$ cat src/cpr_consts.svh
// cpr_consts.svh: offsets, field positions, reset values and counts
// of the codec program register block.
// assumes: included by bare name from every design file that needs it.
`ifndef CPR_CONSTS_SVH
`define CPR_CONSTS_SVH

// register address codes held in instruction byte 1 bits 6:3
`define CPR_ADDR_CTRL 4'h0
`define CPR_ADDR_LDATA 4'h1
`define CPR_ADDR_LDIR 4'h2

// instruction byte 1 field positions
`define CPR_B1_POWER 7
`define CPR_B1_ADDR_HI 6
`define CPR_B1_ADDR_LO 3
`define CPR_B1_READ 2
`define CPR_B1_TWO_BYTE 1

// values held after power-on initialization
`define CPR_CTRL_RESET 8'h89
`define CPR_LDIR_RESET 8'h00
`define CPR_LDATA_RESET 8'h00
`define CPR_SLEEP_RESET 1'b1

// last bit index of a control or pcm byte
`define CPR_BIT_LAST 3'h7
// pcm bits per time slot
`define CPR_SLOT_BITS 4'h8
// transmit frame syncs to wait after power-up
`define CPR_TX_WAKE_FRAMES 2'h2
// even-bit inversion mask for a-law
`define CPR_EVEN_INV_MASK 8'h55
// first latch bit of direction and data bytes (bit 7, descending)
`define CPR_LATCH_TOP 7

`endif

$ cat src/cpr_pkg.sv
// cpr_pkg.sv: types shared by the codec program register block.
// assumes: nothing beyond a SystemVerilog compiler.
package cpr_pkg;

  // control register byte 2, msb first
  typedef struct packed {
    logic clk_div_hi;
    logic clk_div_lo;
    logic law_sel;
    logic inversion_off;
    logic timing_sel;
    logic digital_loop_sel;
    logic analog_loop_sel;
    logic amp_off_in_sleep;
  } cpr_ctrl_t;

  // control port byte position
  typedef enum logic [1:0] {
    CPR_ST_BYTE1 = 2'b01,
    CPR_ST_BYTE2 = 2'b10
  } cpr_port_state_t;

endpackage : cpr_pkg

$ cat src/cpr_codec_regs.sv
// cpr_codec_regs.sv: programmable registers of a pcm codec, with the
// serial control port, power state, latches and pcm output gating.
// assumes: every input is synchronous to ref_clk; control clock and
// bit clock are sampled levels, far slower than ref_clk.
`include "cpr_consts.svh"
module cpr_codec_regs #(
  parameter cpr_pkg::cpr_ctrl_t CTRL_RESET = `CPR_CTRL_RESET,
  parameter int LATCHES = 4
) (
  // clock and reset
  input wire logic ref_clk,
  input wire logic rst,
  // serial control port
  input wire logic control_clock,
  input wire logic control_in,
  input wire logic cs_n,
  output logic control_out,
  output logic control_out_oe,
  // pcm interface
  input wire logic bclk,
  input wire logic tx_frame_sync,
  input wire logic rx_frame_sync,
  input wire logic pcm_rx_in,
  input wire logic [7:0] enc_code,
  output logic pcm_tx_out,
  output logic pcm_tx_oe,
  output logic [7:0] dec_code,
  // interface latches
  input wire logic [LATCHES-1:0] latch_pin_in,
  output logic [LATCHES-1:0] latch_pin_out,
  output logic [LATCHES-1:0] latch_pin_oe,
  // mode outputs
  output cpr_pkg::cpr_ctrl_t ctrl_fields,
  output logic sleep_state,
  output logic amp_enable,
  output logic analog_tx_from_rx,
  output logic digital_loop_on
);
  import cpr_pkg::*;

  cpr_port_state_t state;
  logic control_clock_q;
  logic bclk_q;
  logic control_clock_fall;
  logic control_clock_rise;
  logic bclk_rise;
  logic bclk_fall;
  logic [2:0] bit_cnt;
  logic [7:0] in_sr;
  logic [7:0] next_sr;
  logic [7:0] out_sr;
  logic [3:0] addr;
  logic rd;
  logic byte_done;
  logic b1_done;
  logic b2_done;
  logic wr_ctrl;
  logic wr_ldir;
  logic wr_ldata;
  logic rd_load;
  logic [7:0] latch_direction;
  logic [7:0] latch_data;
  logic [7:0] latch_read;
  logic [7:0] rd_mux;
  logic [1:0] fs_q;
  logic [1:0] fs_edge;
  logic [1:0] pend;
  logic [1:0] late;
  logic [1:0] slot_start;
  logic [1:0] wake_cnt;
  logic tx_allowed;
  logic tx_busy;

  // edge pulses of the sampled control and bit clocks
  assign control_clock_fall = control_clock_q && !control_clock;
  assign control_clock_rise = !control_clock_q && control_clock;
  assign bclk_rise = !bclk_q && bclk;
  assign bclk_fall = bclk_q && !bclk;

  // instruction decode
  assign next_sr = {in_sr[6:0], control_in};
  assign byte_done = control_clock_fall && !cs_n && (bit_cnt == `CPR_BIT_LAST);
  assign b1_done = byte_done && (state == CPR_ST_BYTE1);
  assign b2_done = byte_done && (state == CPR_ST_BYTE2) && !rd;
  assign wr_ctrl = b2_done && (addr == `CPR_ADDR_CTRL);
  assign wr_ldata = b2_done && (addr == `CPR_ADDR_LDATA);
  assign wr_ldir = b2_done && (addr == `CPR_ADDR_LDIR);
  assign rd_load = b1_done && next_sr[`CPR_B1_TWO_BYTE]
    && next_sr[`CPR_B1_READ];

  // read data selection; unknown addresses read as zero
  assign rd_mux =
    (next_sr[`CPR_B1_ADDR_HI:`CPR_B1_ADDR_LO] == `CPR_ADDR_CTRL) ?
      ctrl_fields :
    (next_sr[`CPR_B1_ADDR_HI:`CPR_B1_ADDR_LO] == `CPR_ADDR_LDATA) ?
      latch_read :
    (next_sr[`CPR_B1_ADDR_HI:`CPR_B1_ADDR_LO] == `CPR_ADDR_LDIR) ?
      latch_direction : 8'h00;

  // clock edge history
  always_ff @(posedge ref_clk) begin
    if (rst) begin
      control_clock_q <= 1'b0;
      bclk_q <= 1'b0;
    end else begin
      control_clock_q <= control_clock;
      bclk_q <= bclk;
    end
  end

  // control port bit and byte sequencing; power bit taken from byte 1
  always_ff @(posedge ref_clk) begin
    if (rst) begin
      state <= CPR_ST_BYTE1;
      bit_cnt <= 3'h0;
      in_sr <= 8'h00;
      addr <= 4'h0;
      rd <= 1'b0;
      sleep_state <= `CPR_SLEEP_RESET;
    end else if (cs_n) begin
      bit_cnt <= 3'h0;
      state <= CPR_ST_BYTE1;
    end else if (control_clock_fall) begin
      bit_cnt <= bit_cnt + 3'h1;
      in_sr <= next_sr;
      if (byte_done) begin
        case (state)
          CPR_ST_BYTE1: begin
            sleep_state <= next_sr[`CPR_B1_POWER];
            if (next_sr[`CPR_B1_TWO_BYTE]) begin
              addr <= next_sr[`CPR_B1_ADDR_HI:`CPR_B1_ADDR_LO];
              rd <= next_sr[`CPR_B1_READ];
              state <= CPR_ST_BYTE2;
            end
          end
          CPR_ST_BYTE2: begin
            state <= CPR_ST_BYTE1;
          end
          default: begin
            state <= CPR_ST_BYTE1;
          end
        endcase
      end
    end
  end

  // register writes; only reset restores power-on values
  always_ff @(posedge ref_clk) begin
    if (rst) begin
      ctrl_fields <= CTRL_RESET;
      latch_direction <= `CPR_LDIR_RESET;
      latch_data <= `CPR_LDATA_RESET;
    end else begin
      if (wr_ctrl) begin
        ctrl_fields <= next_sr;
      end
      if (wr_ldir) begin
        latch_direction <= next_sr;
      end
      if (wr_ldata) begin
        latch_data <= next_sr;
      end
    end
  end

  // read-back: loaded after byte 1, shifted out on rising edges
  always_ff @(posedge ref_clk) begin
    if (rst) begin
      out_sr <= 8'h00;
      control_out <= 1'b0;
    end else if (rd_load) begin
      out_sr <= rd_mux;
    end else if (control_clock_rise && control_out_oe) begin
      control_out <= out_sr[7];
      out_sr <= {out_sr[6:0], 1'b0};
    end
  end
  assign control_out_oe = !cs_n && (state == CPR_ST_BYTE2) && rd;

  // latch pins; data bits 2 and 3 have no pin and read back as written
  assign latch_read[7-LATCHES:2] = latch_data[7-LATCHES:2];
  assign latch_read[1:0] = 2'b00;
  genvar gi;
  generate
    for (gi = 0; gi < LATCHES; gi = gi + 1) begin : g_latch
      assign latch_pin_oe[gi] = latch_direction[`CPR_LATCH_TOP-gi];
      assign latch_pin_out[gi] = latch_data[`CPR_LATCH_TOP-gi];
      assign latch_read[`CPR_LATCH_TOP-gi] =
        latch_direction[`CPR_LATCH_TOP-gi] ?
          latch_data[`CPR_LATCH_TOP-gi] : latch_pin_in[gi];
    end
  endgenerate

  // loop and amplifier controls
  assign digital_loop_on = ctrl_fields.digital_loop_sel;
  assign analog_tx_from_rx = !ctrl_fields.digital_loop_sel
    && ctrl_fields.analog_loop_sel;
  assign amp_enable = !(sleep_state
    && ctrl_fields.amp_off_in_sleep);

  // slot starts: non-delayed at the sync edge, delayed one bit later
  assign slot_start = {2{bclk_rise}} & (pend | fs_edge)
    & ({2{ctrl_fields.timing_sel}} | late);
  assign fs_edge = {rx_frame_sync, tx_frame_sync} & ~fs_q;
  always_ff @(posedge ref_clk) begin
    if (rst) begin
      fs_q <= 2'b00;
      pend <= 2'b00;
      late <= 2'b00;
    end else begin
      fs_q <= {rx_frame_sync, tx_frame_sync};
      for (int c = 0; c < 2; c++) begin
        if (slot_start[c]) begin
          pend[c] <= 1'b0;
          late[c] <= 1'b0;
        end else if (fs_edge[c]) begin
          pend[c] <= 1'b1;
          late[c] <= bclk_rise;
        end else if (bclk_rise && pend[c]) begin
          late[c] <= 1'b1;
        end
      end
    end
  end

  // transmit frames counted after power-up before output may drive
  always_ff @(posedge ref_clk) begin
    if (rst || sleep_state) begin
      wake_cnt <= 2'h0;
    end else if (fs_edge[0] && !tx_allowed) begin
      wake_cnt <= wake_cnt + 2'h1;
    end
  end
  assign tx_allowed = !sleep_state && (wake_cnt == `CPR_TX_WAKE_FRAMES);
  assign pcm_tx_oe = tx_allowed && tx_busy;

  cpr_pcm_shift u_shift (
    .ref_clk(ref_clk),
    .rst(rst),
    .bclk_rise(bclk_rise),
    .bclk_fall(bclk_fall),
    .tx_start(slot_start[0]),
    .rx_start(slot_start[1]),
    .even_invert(ctrl_fields.law_sel && !ctrl_fields.inversion_off),
    .digital_loop(ctrl_fields.digital_loop_sel),
    .enc_code(enc_code),
    .pcm_rx_in(pcm_rx_in),
    .pcm_tx_out(pcm_tx_out),
    .tx_busy(tx_busy),
    .dec_code(dec_code)
  );
endmodule : cpr_codec_regs

$ cat src/cpr_pcm_shift.sv
// cpr_pcm_shift.sv: pcm transmit and receive byte shifters.
// assumes: bit clock edges arrive as one-cycle pulses of ref_clk and
// slot starts coincide with a bit clock rising pulse.
`include "cpr_consts.svh"
module cpr_pcm_shift (
  // clock and reset
  input wire logic ref_clk,
  input wire logic rst,
  // bit clock edge pulses and slot starts
  input wire logic bclk_rise,
  input wire logic bclk_fall,
  input wire logic tx_start,
  input wire logic rx_start,
  // code selection
  input wire logic even_invert,
  input wire logic digital_loop,
  // data
  input wire logic [7:0] enc_code,
  input wire logic pcm_rx_in,
  output logic pcm_tx_out,
  output logic tx_busy,
  output logic [7:0] dec_code
);
  import cpr_pkg::*;

  logic [7:0] tx_sr;
  logic [3:0] tx_cnt;
  logic [7:0] rx_sr;
  logic [3:0] rx_cnt;
  logic [7:0] rx_reg;
  logic [7:0] enc_sent;
  logic [7:0] load_code;
  logic [7:0] inv_mask;
  logic rx_last;

  // a-law inversion flips the even bits; loopback returns the raw byte
  assign inv_mask = even_invert ? `CPR_EVEN_INV_MASK : 8'h00;
  assign enc_sent = enc_code ^ inv_mask;
  assign load_code = digital_loop ? rx_reg : enc_sent;
  assign tx_busy = (tx_cnt != 4'h0);
  assign pcm_tx_out = tx_sr[7];
  assign rx_last = bclk_fall && (rx_cnt == 4'h1);

  // transmit: load at slot start, shift msb first on rising edges
  always_ff @(posedge ref_clk) begin
    if (rst) begin
      tx_sr <= 8'h00;
      tx_cnt <= 4'h0;
    end else if (tx_start) begin
      tx_sr <= load_code;
      tx_cnt <= `CPR_SLOT_BITS;
    end else if (bclk_rise && tx_busy) begin
      tx_sr <= {tx_sr[6:0], 1'b0};
      tx_cnt <= tx_cnt - 4'h1;
    end
  end

  // receive: msb first on falling edges, whole byte kept at the end
  always_ff @(posedge ref_clk) begin
    if (rst) begin
      rx_sr <= 8'h00;
      rx_cnt <= 4'h0;
      rx_reg <= 8'h00;
    end else begin
      if (rx_start) begin
        rx_cnt <= `CPR_SLOT_BITS;
      end else if (bclk_fall && rx_cnt != 4'h0) begin
        rx_sr <= {rx_sr[6:0], pcm_rx_in};
        rx_cnt <= rx_cnt - 4'h1;
      end
      if (rx_last && !rx_start) begin
        rx_reg <= {rx_sr[6:0], pcm_rx_in};
      end
    end
  end

  // decoder sees the code with the inversion undone
  always_ff @(posedge ref_clk) begin
    if (rst) begin
      dec_code <= 8'h00;
    end else begin
      dec_code <= rx_reg ^ inv_mask;
    end
  end
endmodule : cpr_pcm_shift

$ cat config.mk
export PLATFORM = sky130hd
export DESIGN_NAME = cpr_codec_regs
export DESIGN_NICKNAME = d
export VERILOG_FILES = /design/src/cpr_pkg.sv /design/src/cpr_codec_regs.sv /design/src/cpr_pcm_shift.sv
export VERILOG_INCLUDE_DIRS = /design/src
export SDC_FILE = /design/constraint.sdc
export NUM_CORES = 1
export LEC_CHECK = 0
export ABC_AREA = 1
export BUFFER_PORTS_ARGS = -buffer_cell sky130_fd_sc_hd__buf_2
export CAP_MARGIN = 10
export CORE_AREA = 2 2 115 117
export DETAILED_ROUTE_END_ITERATION = 10
export DIE_AREA = 0 0 117 119
export GPL_TIMING_DRIVEN = 0
export PLACE_DENSITY = 0.54
export SYNTH_ARGS = -nofsm -noshare
export SYNTH_HDL_FRONTEND = slang
export SYNTH_SLANG_ARGS = --single-unit
$ cat constraint.sdc
create_clock -name ref_clk -period 3.4 [get_ports ref_clk]
set_clock_uncertainty 0.2 [all_clocks]
set_input_delay 0.17 -clock ref_clk [delete_from_list [all_inputs] [get_ports ref_clk]]
set_output_delay 0.17 -clock ref_clk [all_outputs]
set_load 0.01 [all_outputs]
==> results of run 1 <==
## cell families (layout without fill, tap and decap cells)
logic type	after synthesis	in the layout	synth area share
buf+inv	111	188	0.107
fa+ha+maj	6	6	0.0174
mux	4	4	0.0104
xor+xnor	4	4	0.00811
flops	98	98	0.454
simple gates	235	235	0.242
compound gates	135	135	0.160
## through the flow
stage	hold slack, ps	std cells	instance area [µm²]	util	total power, mW
final	32.1	846	5200	0.404	2.45
after global routing	31.9	846	5200	0.404	2.57
after CTS	20.5	846	5200	0.404	2.49
after detailed placement	202	821	4800	0.373	1.44
after global placement	195	821	4800	0.373	1.43
after floorplan	46.8	593	4320	-	1.37
## power by group
group | total, mW | internal, mW | switching (mW)
combinational | 0.215 | 0.0775 | 0.137
clock | 1.04 | 0.610 | 0.428
sequential | 1.20 | 1.18 | 0.0205
total | 2.45 | 1.87 | 0.585
## cell usage after synthesis, types with 2 or more instances
cell type                    n
sky130_fd_sc_hd__nand2_1   100
sky130_fd_sc_hd__dfxtp_1    98
sky130_fd_sc_hd__nand3_1    58
sky130_fd_sc_hd__inv_1      75
sky130_fd_sc_hd__o211ai_1    4
sky130_fd_sc_hd__o21ai_1    12
sky130_fd_sc_hd__mux2_2      4
sky130_fd_sc_hd__nor2_1     51
sky130_fd_sc_hd__clkbuf_1   14
sky130_fd_sc_hd__buf_4      10
sky130_fd_sc_hd__ha_1        6
sky130_fd_sc_hd__buf_2       7
sky130_fd_sc_hd__nor2_2      4
sky130_fd_sc_hd__nand4_1     7
sky130_fd_sc_hd__xor2_1      4
sky130_fd_sc_hd__o21ai_0    54
sky130_fd_sc_hd__nor3_1      2
sky130_fd_sc_hd__a21oi_1    63
sky130_fd_sc_hd__or2_2       2
sky130_fd_sc_hd__nor3_2      2
sky130_fd_sc_hd__nand3_2     4
sky130_fd_sc_hd__inv_2       4
## worst max-delay path, delay by kind of cell (launching register included)
kind / cells / cell delay (ps)
flip-flops: 1 / 390
buffers and inverters: 3 / 850
AND/OR/NAND/NOR: 1 / 120
## timing repair
action	4_1_cts	5_1_grt
hold buffers	9	0
hold endpoints to repair	16	0
setup endpoints to repair	0	0
resized for setup	0	0
## worst max path at each step
stage	start	end	depth (start not counted)
CTS	digital_loop_on	analog_tx_from_rx	4
finish	digital_loop_on	analog_tx_from_rx	4
floorplan	bit_cnt[0]	latch_data[5]	9
global route	digital_loop_on	analog_tx_from_rx	4
detailed placement	bit_cnt[0]	latch_data[5]	9
global placement	bit_cnt[0]	latch_data[5]	9
## cell type report
| class | count | area, µm² | share of cell area |
|---|---|---|---|
| Tap cell | 176 | 220 | 0.0424 |
| Clock buffer | 12 | 256 | 0.0494 |
| Buffer | 32 | 166 | 0.0320 |
| Inverter | 79 | 297 | 0.0571 |
| Timing Repair Buffer | 61 | 350 | 0.0674 |
| Sequential cell | 98 | 1960 | 0.378 |
| Clock inverter | 4 | 50.0 | 0.00963 |
| Multi-Input combinational cell | 384 | 1890 | 0.365 |
## layer usage
| layer | vias to the layer above | track usage |
|---|---|---|
| met2 | 73 | 0.282 |
| met4 | 0 | 0.0500 |
| met1 | 1819 | 0.215 |
| li1 | 2069 | - |
| met5 | - | 0 |
| met3 | 12 | 0.0351 |
==> Implementation_results.wiki, run 1 <==
{| class="wikitable"
! Metric !! Value
|-
| Clock-pin slew reported for the worst setup and hold paths after clock tree synthesis || around 70 ps
|-
| Post-route minimum period || ~2100 ps
|-
| Met1 Wirelength || 5220 µm
|-
| Count of TritonRoute iterations in the first routing pass || 4
|-
| Commonest cells after routing, fill and taps aside || sky130_fd_sc_hd__nand2_1, sky130_fd_sc_hd__dfxtp_1, sky130_fd_sc_hd__inv_1
|-
| Amount of wire on met3 after detailed routing || ~400 µm
|-
| Std-Cell Core Area || ~13000 µm²
|-
| Net count after synthesis || 620
|-
| Data arrival time of the critical path || around 1700 ps
|-
| Max-Slew Margin vs Limit || 0.560
|-
| Startpoint Class || flop
|-
| Async set or reset register ratio after synthesis || 0
|-
| Library cell occupying the most area in the post-synthesis netlist || sky130_fd_sc_hd__dfxtp_1
|-
| Final HPWL from detailed placement || 8240 µm
|-
| Worst R2R Setup Slack || approximately 1500 ps
|-
| Antenna Violating Nets Remaining || 0
|-
| Number of antenna diodes || 0
|-
| Worst vdd ir || 0.000280 V
|-
| CTS sink cnt || a little under 100
|-
| Initial antenna violation count || 0
|-
| Start point of the worst hold path || enc_code[3]
|-
| Clock tree from TritonCTS || built
|-
| Max Fanout on Critical Path || 10
|-
| EDFF count, synth || 0
|-
| Leading post-synthesis cells by cell area || sky130_fd_sc_hd__dfxtp_1, sky130_fd_sc_hd__nand2_1, sky130_fd_sc_hd__a21oi_1
|-
| Slew @ Worst Pin || about 660 ps
|-
| Worst Setup Slack, final || between 1000 and 1500 ps
|-
| CP Class || flop to output pin
|-
| Count of port buffers added during placement || 52
|-
| Post-synthesis cell type count || 30
|-
| Die area || 13900 µm²
|-
| Clock buffer count from CTS || 9
|-
| YS warnings || 0
|-
| Max-slew violations || 0
|-
| Post-detailed-route via-to-cell ratio || between 4 and 5
|-
| Outcome || completed
|-
| Root buffer cell || sky130_fd_sc_hd__clkbuf_16
|-
| Post-synthesis register bit count || slightly below 100
|-
| Initial Util || 0.335
|-
| Net count of the finished layout || 692
|-
| Die Span Y || about 120 µm
|-
| Count of filler cells inserted in the layout || approximately 1400
|-
| Area of the mapped netlist || roughly 4300 µm²
|-
| Synth Instances || 593
|-
| Post-CTS setup repair buffer count || 0
|-
| Clk_lat worst skew || between 300 and 400 ps
|-
| Cells on worst reg2reg path || 8
|-
| Power density normalized to cell area || 472 nW/µm²
|-
| Fraction of layout cells with a size suffix above 1 || 0.158
|-
| Setup total negative slack || 0 ps
|-
| Width of the chip || 117 µm
|-
| Synthesized area per cell || 7.28 µm²
|-
| Path class of the lowest-slack min-delay path || input pin to flop
|-
| Total count of hold-check failures in the final report || 0
|-
| Number of buffers on the longest clock path || 2
|-
| Global-route wire length before repair || around 18000 µm
|-
| Routed length per instance || roughly 13 µm
|-
| Largest net degree at the start of global routing || 16
|-
| Static leakage power || 2.27 nW
|-
| Cells on Worst Hold Path || 4
|-
| Number of H-tree levels || 3
|-
| Ports placed on the boundary || between 50 and 60
|-
| Final WL || 11100 µm
|-
| Predominant post-synthesis flop cell || sky130_fd_sc_hd__dfxtp_1
|-
| Fmax achieved || between 0.4 and 0.5 GHz
|-
| Total congestion overflow || 0
|-
| DRC violation count after routing || 0
|-
| Proportion of netlist area held by the largest area contributor || 0.454
|-
| Final setup vio count || 0
|-
| Row count || between 40 and 50
|-
| Placement Setup Slack || ~1500 ps
|-
| Setup crit end kind || output pin
|-
| Portion of the clock cycle consumed by the worst path in the final layout || 0.607
|-
| Area overhead of the layout relative to synthesis || 20.3%
|-
| First-iteration detailed-routing DRC count || between 150 and 200
|-
| Slowest-stage cell, CP || sky130_fd_sc_hd__dfxtp_1
|-
| Routed wire length on met2 || ~5400 µm
|-
| Most used cell along the critical path || sky130_fd_sc_hd__clkbuf_1
|-
| RR Startpoint || bit_cnt[1]
|-
| Gpl congestion || ~0.8
|-
| Critical path's largest stage delay || 390 ps
|-
| Endpoint with the worst hold slack || u_shift.tx_sr[3]
|-
| Sequential element share of the synthesized area || 0.454
|-
| End of the worst register-to-register path || latch_direction[5]
|-
| Vias in the first global route || 3713
|-
| Vias after detailed routing || between 3000 and 4000
|-
| Most common library cell in the layout ignoring fill and taps || sky130_fd_sc_hd__nand2_1
|-
| Tot GR Track Use || 0.168
|-
| Critical path cell sequence || clkbuf_1, clkbuf_1, nor2_1, buf_2
|-
| Required time worst endpoint || 3030 ps
|-
| Top routing layer used || met4
|-
| Unrepaired setup endpoints after global routing || false
|-
| Maximum Capacitance Violations || 0
|}
Note: power is estimated with default switching activity, not from simulation.
==> run 2: changes to the inputs <==
--- a/config.mk
+++ b/config.mk
@@ -6,14 +6,14 @@
 export SDC_FILE = /design/constraint.sdc
 export NUM_CORES = 1
 export LEC_CHECK = 0
-export ABC_AREA = 1
+export ABC_AREA = 0
 export BUFFER_PORTS_ARGS = -buffer_cell sky130_fd_sc_hd__buf_2
 export CAP_MARGIN = 10
-export CORE_AREA = 2 2 115 117
+export CORE_AREA = 2 2 114 116
 export DETAILED_ROUTE_END_ITERATION = 10
-export DIE_AREA = 0 0 117 119
+export DIE_AREA = 0 0 116 118
 export GPL_TIMING_DRIVEN = 0
-export PLACE_DENSITY = 0.54
+export PLACE_DENSITY = 0.56
 export SYNTH_ARGS = -nofsm -noshare
 export SYNTH_HDL_FRONTEND = slang
 export SYNTH_SLANG_ARGS = --single-unit
==> constraint.sdc (replaced) <==
create_clock -name ref_clk -period 1.7 [get_ports ref_clk]
set_clock_uncertainty 0.2 [all_clocks]
set_input_delay 0.085 -clock ref_clk [delete_from_list [all_inputs] [get_ports ref_clk]]
set_output_delay 0.085 -clock ref_clk [all_outputs]
set_load 0.01 [all_outputs]
==> Implementation_results.wiki, run 2 <==
{| class="wikitable"
! Metric !! Value
|-
| Routed wire length on met2 || between 4000 and 5000 µm
|-
| EDFF count, synth || 0
|-
| Root buffer cell || sky130_fd_sc_hd__clkbuf_16
|-
| Worst Setup Slack, final || -253 ps
|-
| Die Span Y || around 120 µm
|-
| Row count || 41
|-
| First-iteration detailed-routing DRC count || roughly 130
|-
| Tot Pwr || roughly 4.8 mW
|-
| Predominant post-synthesis flop cell || sky130_fd_sc_hd__dfxtp_1
|-
| Net count of the finished layout || around 550
|-
| Max Fanout on Critical Path || 6
|-
| Post-synthesis cell type count || between 50 and 60
|-
| Global-route wire length before repair || 16800 µm
|-
| Count of filler cells inserted in the layout || 1241
|-
| Top post-synthesis cells by count || sky130_fd_sc_hd__dfxtp_1, sky130_fd_sc_hd__nor2_1, sky130_fd_sc_hd__mux2i_1, sky130_fd_sc_hd__a21oi_1, sky130_fd_sc_hd__nor2b_1
|-
| Initial antenna violation count || 0
|-
| Synth Instances || 440
|-
| Number of placed instances with taps included || around 660
|-
| Non-filler cells, final || around 700
|-
| Initial Util || 0.342
|-
| Startpoint Class || flop
|-
| Power density normalized to cell area || about 870 nW/µm²
|-
| Unrepaired setup endpoints after global routing || true
|-
| Area overhead of the layout relative to synthesis || 29.1%
|-
| Fmax achieved || approximately 0.51 GHz
|-
| Required time worst endpoint || between 1500 and 2000 ps
|-
| YS warnings || 0
|-
| Commonest cells after routing, fill and taps aside || sky130_fd_sc_hd__dfxtp_1, sky130_fd_sc_hd__nor2_1, sky130_fd_sc_hd__mux2i_1
|-
| Proportion of netlist area held by the largest area contributor || 0.462
|-
| Clk_lat worst skew || roughly 350 ps
|-
| Total count of hold-check failures in the final report || 0
|-
| Count of TritonRoute iterations in the first routing pass || 5
|-
| Gpl congestion || just over 0.8
|-
| Net count after synthesis || roughly 470
|-
| DRC violation count after routing || 0
|-
| Hold slack || 26.0 ps
|-
| Most common cell in the synthesized netlist || sky130_fd_sc_hd__dfxtp_1
|-
| Outcome || finished with violations
|-
| Final setup vio count || 36
|-
| Clock tree from TritonCTS || built
|-
| Sequential element share of the synthesized area || 0.462
|-
| Routed length per instance || 15.2 µm
|-
| Number of H-tree levels || 3
|-
| Met1 Wirelength || about 5100 µm
|-
| Final WL || between 10000 and 15000 µm
|-
| Clock buffer count from CTS || 9
|-
| Core utilization of the finished layout || 0.442
|-
| Number of buffers on the longest clock path || 2
|-
| Leading post-synthesis cells by cell area || sky130_fd_sc_hd__dfxtp_1, sky130_fd_sc_hd__mux2i_1, sky130_fd_sc_hd__nor2_1
|-
| Path class of the lowest-slack min-delay path || input pin to flop
|-
| Width of the chip || about 120 µm
|-
| CTS sink cnt || 98
|-
| Failing checks || negative setup slack
|-
| Area of the mapped netlist || 4250 µm²
|-
| Post-synthesis register bit count || 98
|-
| Slew @ Worst Pin || 683 ps
|-
| Number of antenna diodes || 0
|-
| Die area || ~14000 µm²
|-
| Ports placed on the boundary || between 50 and 60
|-
| Setup crit end kind || flop
|-
| Amount of wire on met3 after detailed routing || 340 µm
|-
| Std-Cell Core Area || 12400 µm²
|-
| Library cell occupying the most area in the post-synthesis netlist || sky130_fd_sc_hd__dfxtp_1
|-
| Post-detailed-route via-to-cell ratio || about 4.8
|-
| Max-Slew Margin vs Limit || 0.545
|-
| Static leakage power || about 2.3 nW
|-
| Tot GR Track Use || 0.160
|-
| CP Class || flop to flop
|-
| Total congestion overflow || 0
|-
| Data arrival time of the critical path || between 1500 and 2000 ps
|-
| Largest net degree at the start of global routing || 17
|-
| Clock-pin slew reported for the worst setup and hold paths after clock tree synthesis || around 70 ps
|-
| Count of port buffers added during placement || 52
|-
| Post-route minimum period || a little under 2000 ps
|-
| Final HPWL from detailed placement || between 7000 and 8000 µm
|-
| Async set or reset register ratio after synthesis || 0
|-
| Vias after detailed routing || approximately 3400
|-
| Antenna Violating Nets Remaining || 0
|-
| Placement Setup Slack || -271 ps
|-
| Top routing layer used || met4
|-
| Most common library cell in the layout ignoring fill and taps || sky130_fd_sc_hd__dfxtp_1
|-
| Fraction of layout cells with a size suffix above 1 || 0.293
|-
| Vias in the first global route || ~3200
|-
| Maximum Capacitance Violations || 0
|-
| Portion of the clock cycle consumed by the worst path in the final layout || 1.15
|-
| Max-slew violations || 0
|-
| Synthesized area per cell || 9.65 µm²
|-
| Worst vdd ir || between 0.0004 and 0.0005 V
|}
-- run 2: cell count changes after synthesis, moves of 40 or more --
cell and delta:
sky130_fd_sc_hd__a21oi_1 -43, sky130_fd_sc_hd__inv_1 -66, sky130_fd_sc_hd__mux2i_1 +56, sky130_fd_sc_hd__nand2_1 -85
sky130_fd_sc_hd__nand3_1 -49, sky130_fd_sc_hd__o21ai_0 -40
-- run 2: worst max-delay path: stages, from the launching register on --
cell	delay, ps
sky130_fd_sc_hd__dfxtp_2	340
sky130_fd_sc_hd__ha_4	160
sky130_fd_sc_hd__ha_4	150
sky130_fd_sc_hd__nor4bb_4	150
sky130_fd_sc_hd__buf_6	140
sky130_fd_sc_hd__buf_4	130
sky130_fd_sc_hd__nand4b_1	120
sky130_fd_sc_hd__buf_6	160
sky130_fd_sc_hd__a21oi_2	40
sky130_fd_sc_hd__a221o_1	260
-- run 2: stage by stage --
stage,setup TNS (ps),cell area (µm²)
detailed placement,-10270,4770
CTS,-7190,5370
finish,-6290,5480
global placement,-9500,4770
floorplan,-1130,4290
global route,-10330,5480
-- run 2: path summary, 6_finish.rpt --
kind                     from                to  slack (ps)  depth (start not counted)
hold / removal    enc_code[5]  u_shift.tx_sr[5]          30                          4
setup / recovery   bit_cnt[0]         out_sr[7]        -250                          9
setup reg to reg   bit_cnt[0]         out_sr[7]        -250                          9
hold reg to reg       late[1]           late[1]         270                          2
-- run 2: layer usage --
| metal | track usage | vias to the layer above |
|---|---|---|
| li1 | - | 1698 |
| met1 | 0.215 | 1604 |
| met2 | 0.251 | 57 |
| met3 | 0.0355 | 21 |
| met4 | 0.0565 | 0 |
| met5 | 0 | - |
-- run 2: cell type report --
type | count | area [µm²] | share of cell area
plain buffers | 30 | 184 | 0.0335
clock inverters | 6 | 41.3 | 0.00753
well taps | 172 | 215 | 0.0393
flip-flops and latches | 98 | 1970 | 0.359
repair buffers | 79 | 510 | 0.0931
clock buffers | 10 | 239 | 0.0436
multi-input cells | 300 | 2290 | 0.418
inverters | 9 | 33.8 | 0.00616
-- run 2: kinds of logic (layout without fill, tap and decap cells) --
logic type,count (synthesis),in the layout,synth area share
xor+xnor,15,15,0.0309
simple gates,152,152,0.189
compound gates,65,65,0.101
buf+inv,42,134,0.0524
mux,62,62,0.148
fa+ha+maj,6,6,0.0177
flops,98,98,0.462
-- run 2: what timing repair did --
item / 4_1_cts / 5_1_grt
endpoints found under the setup margin: 64 / 63
setup buffers: 10 / 3
resized for setup: 39 / 22
pin swaps: 5 / 12
cloned: 1 / 0
hold buffers: 13 / 0
endpoints found under the hold margin: 24 / 0
-- run 2: power breakdown --
part / switching (mW) / total (mW) / internal (mW)
clock network: 0.909 / 1.94 / 1.03
registers: 0.0410 / 2.39 / 2.35
logic: 0.223 / 0.448 / 0.225
total: 1.17 / 4.78 / 3.60
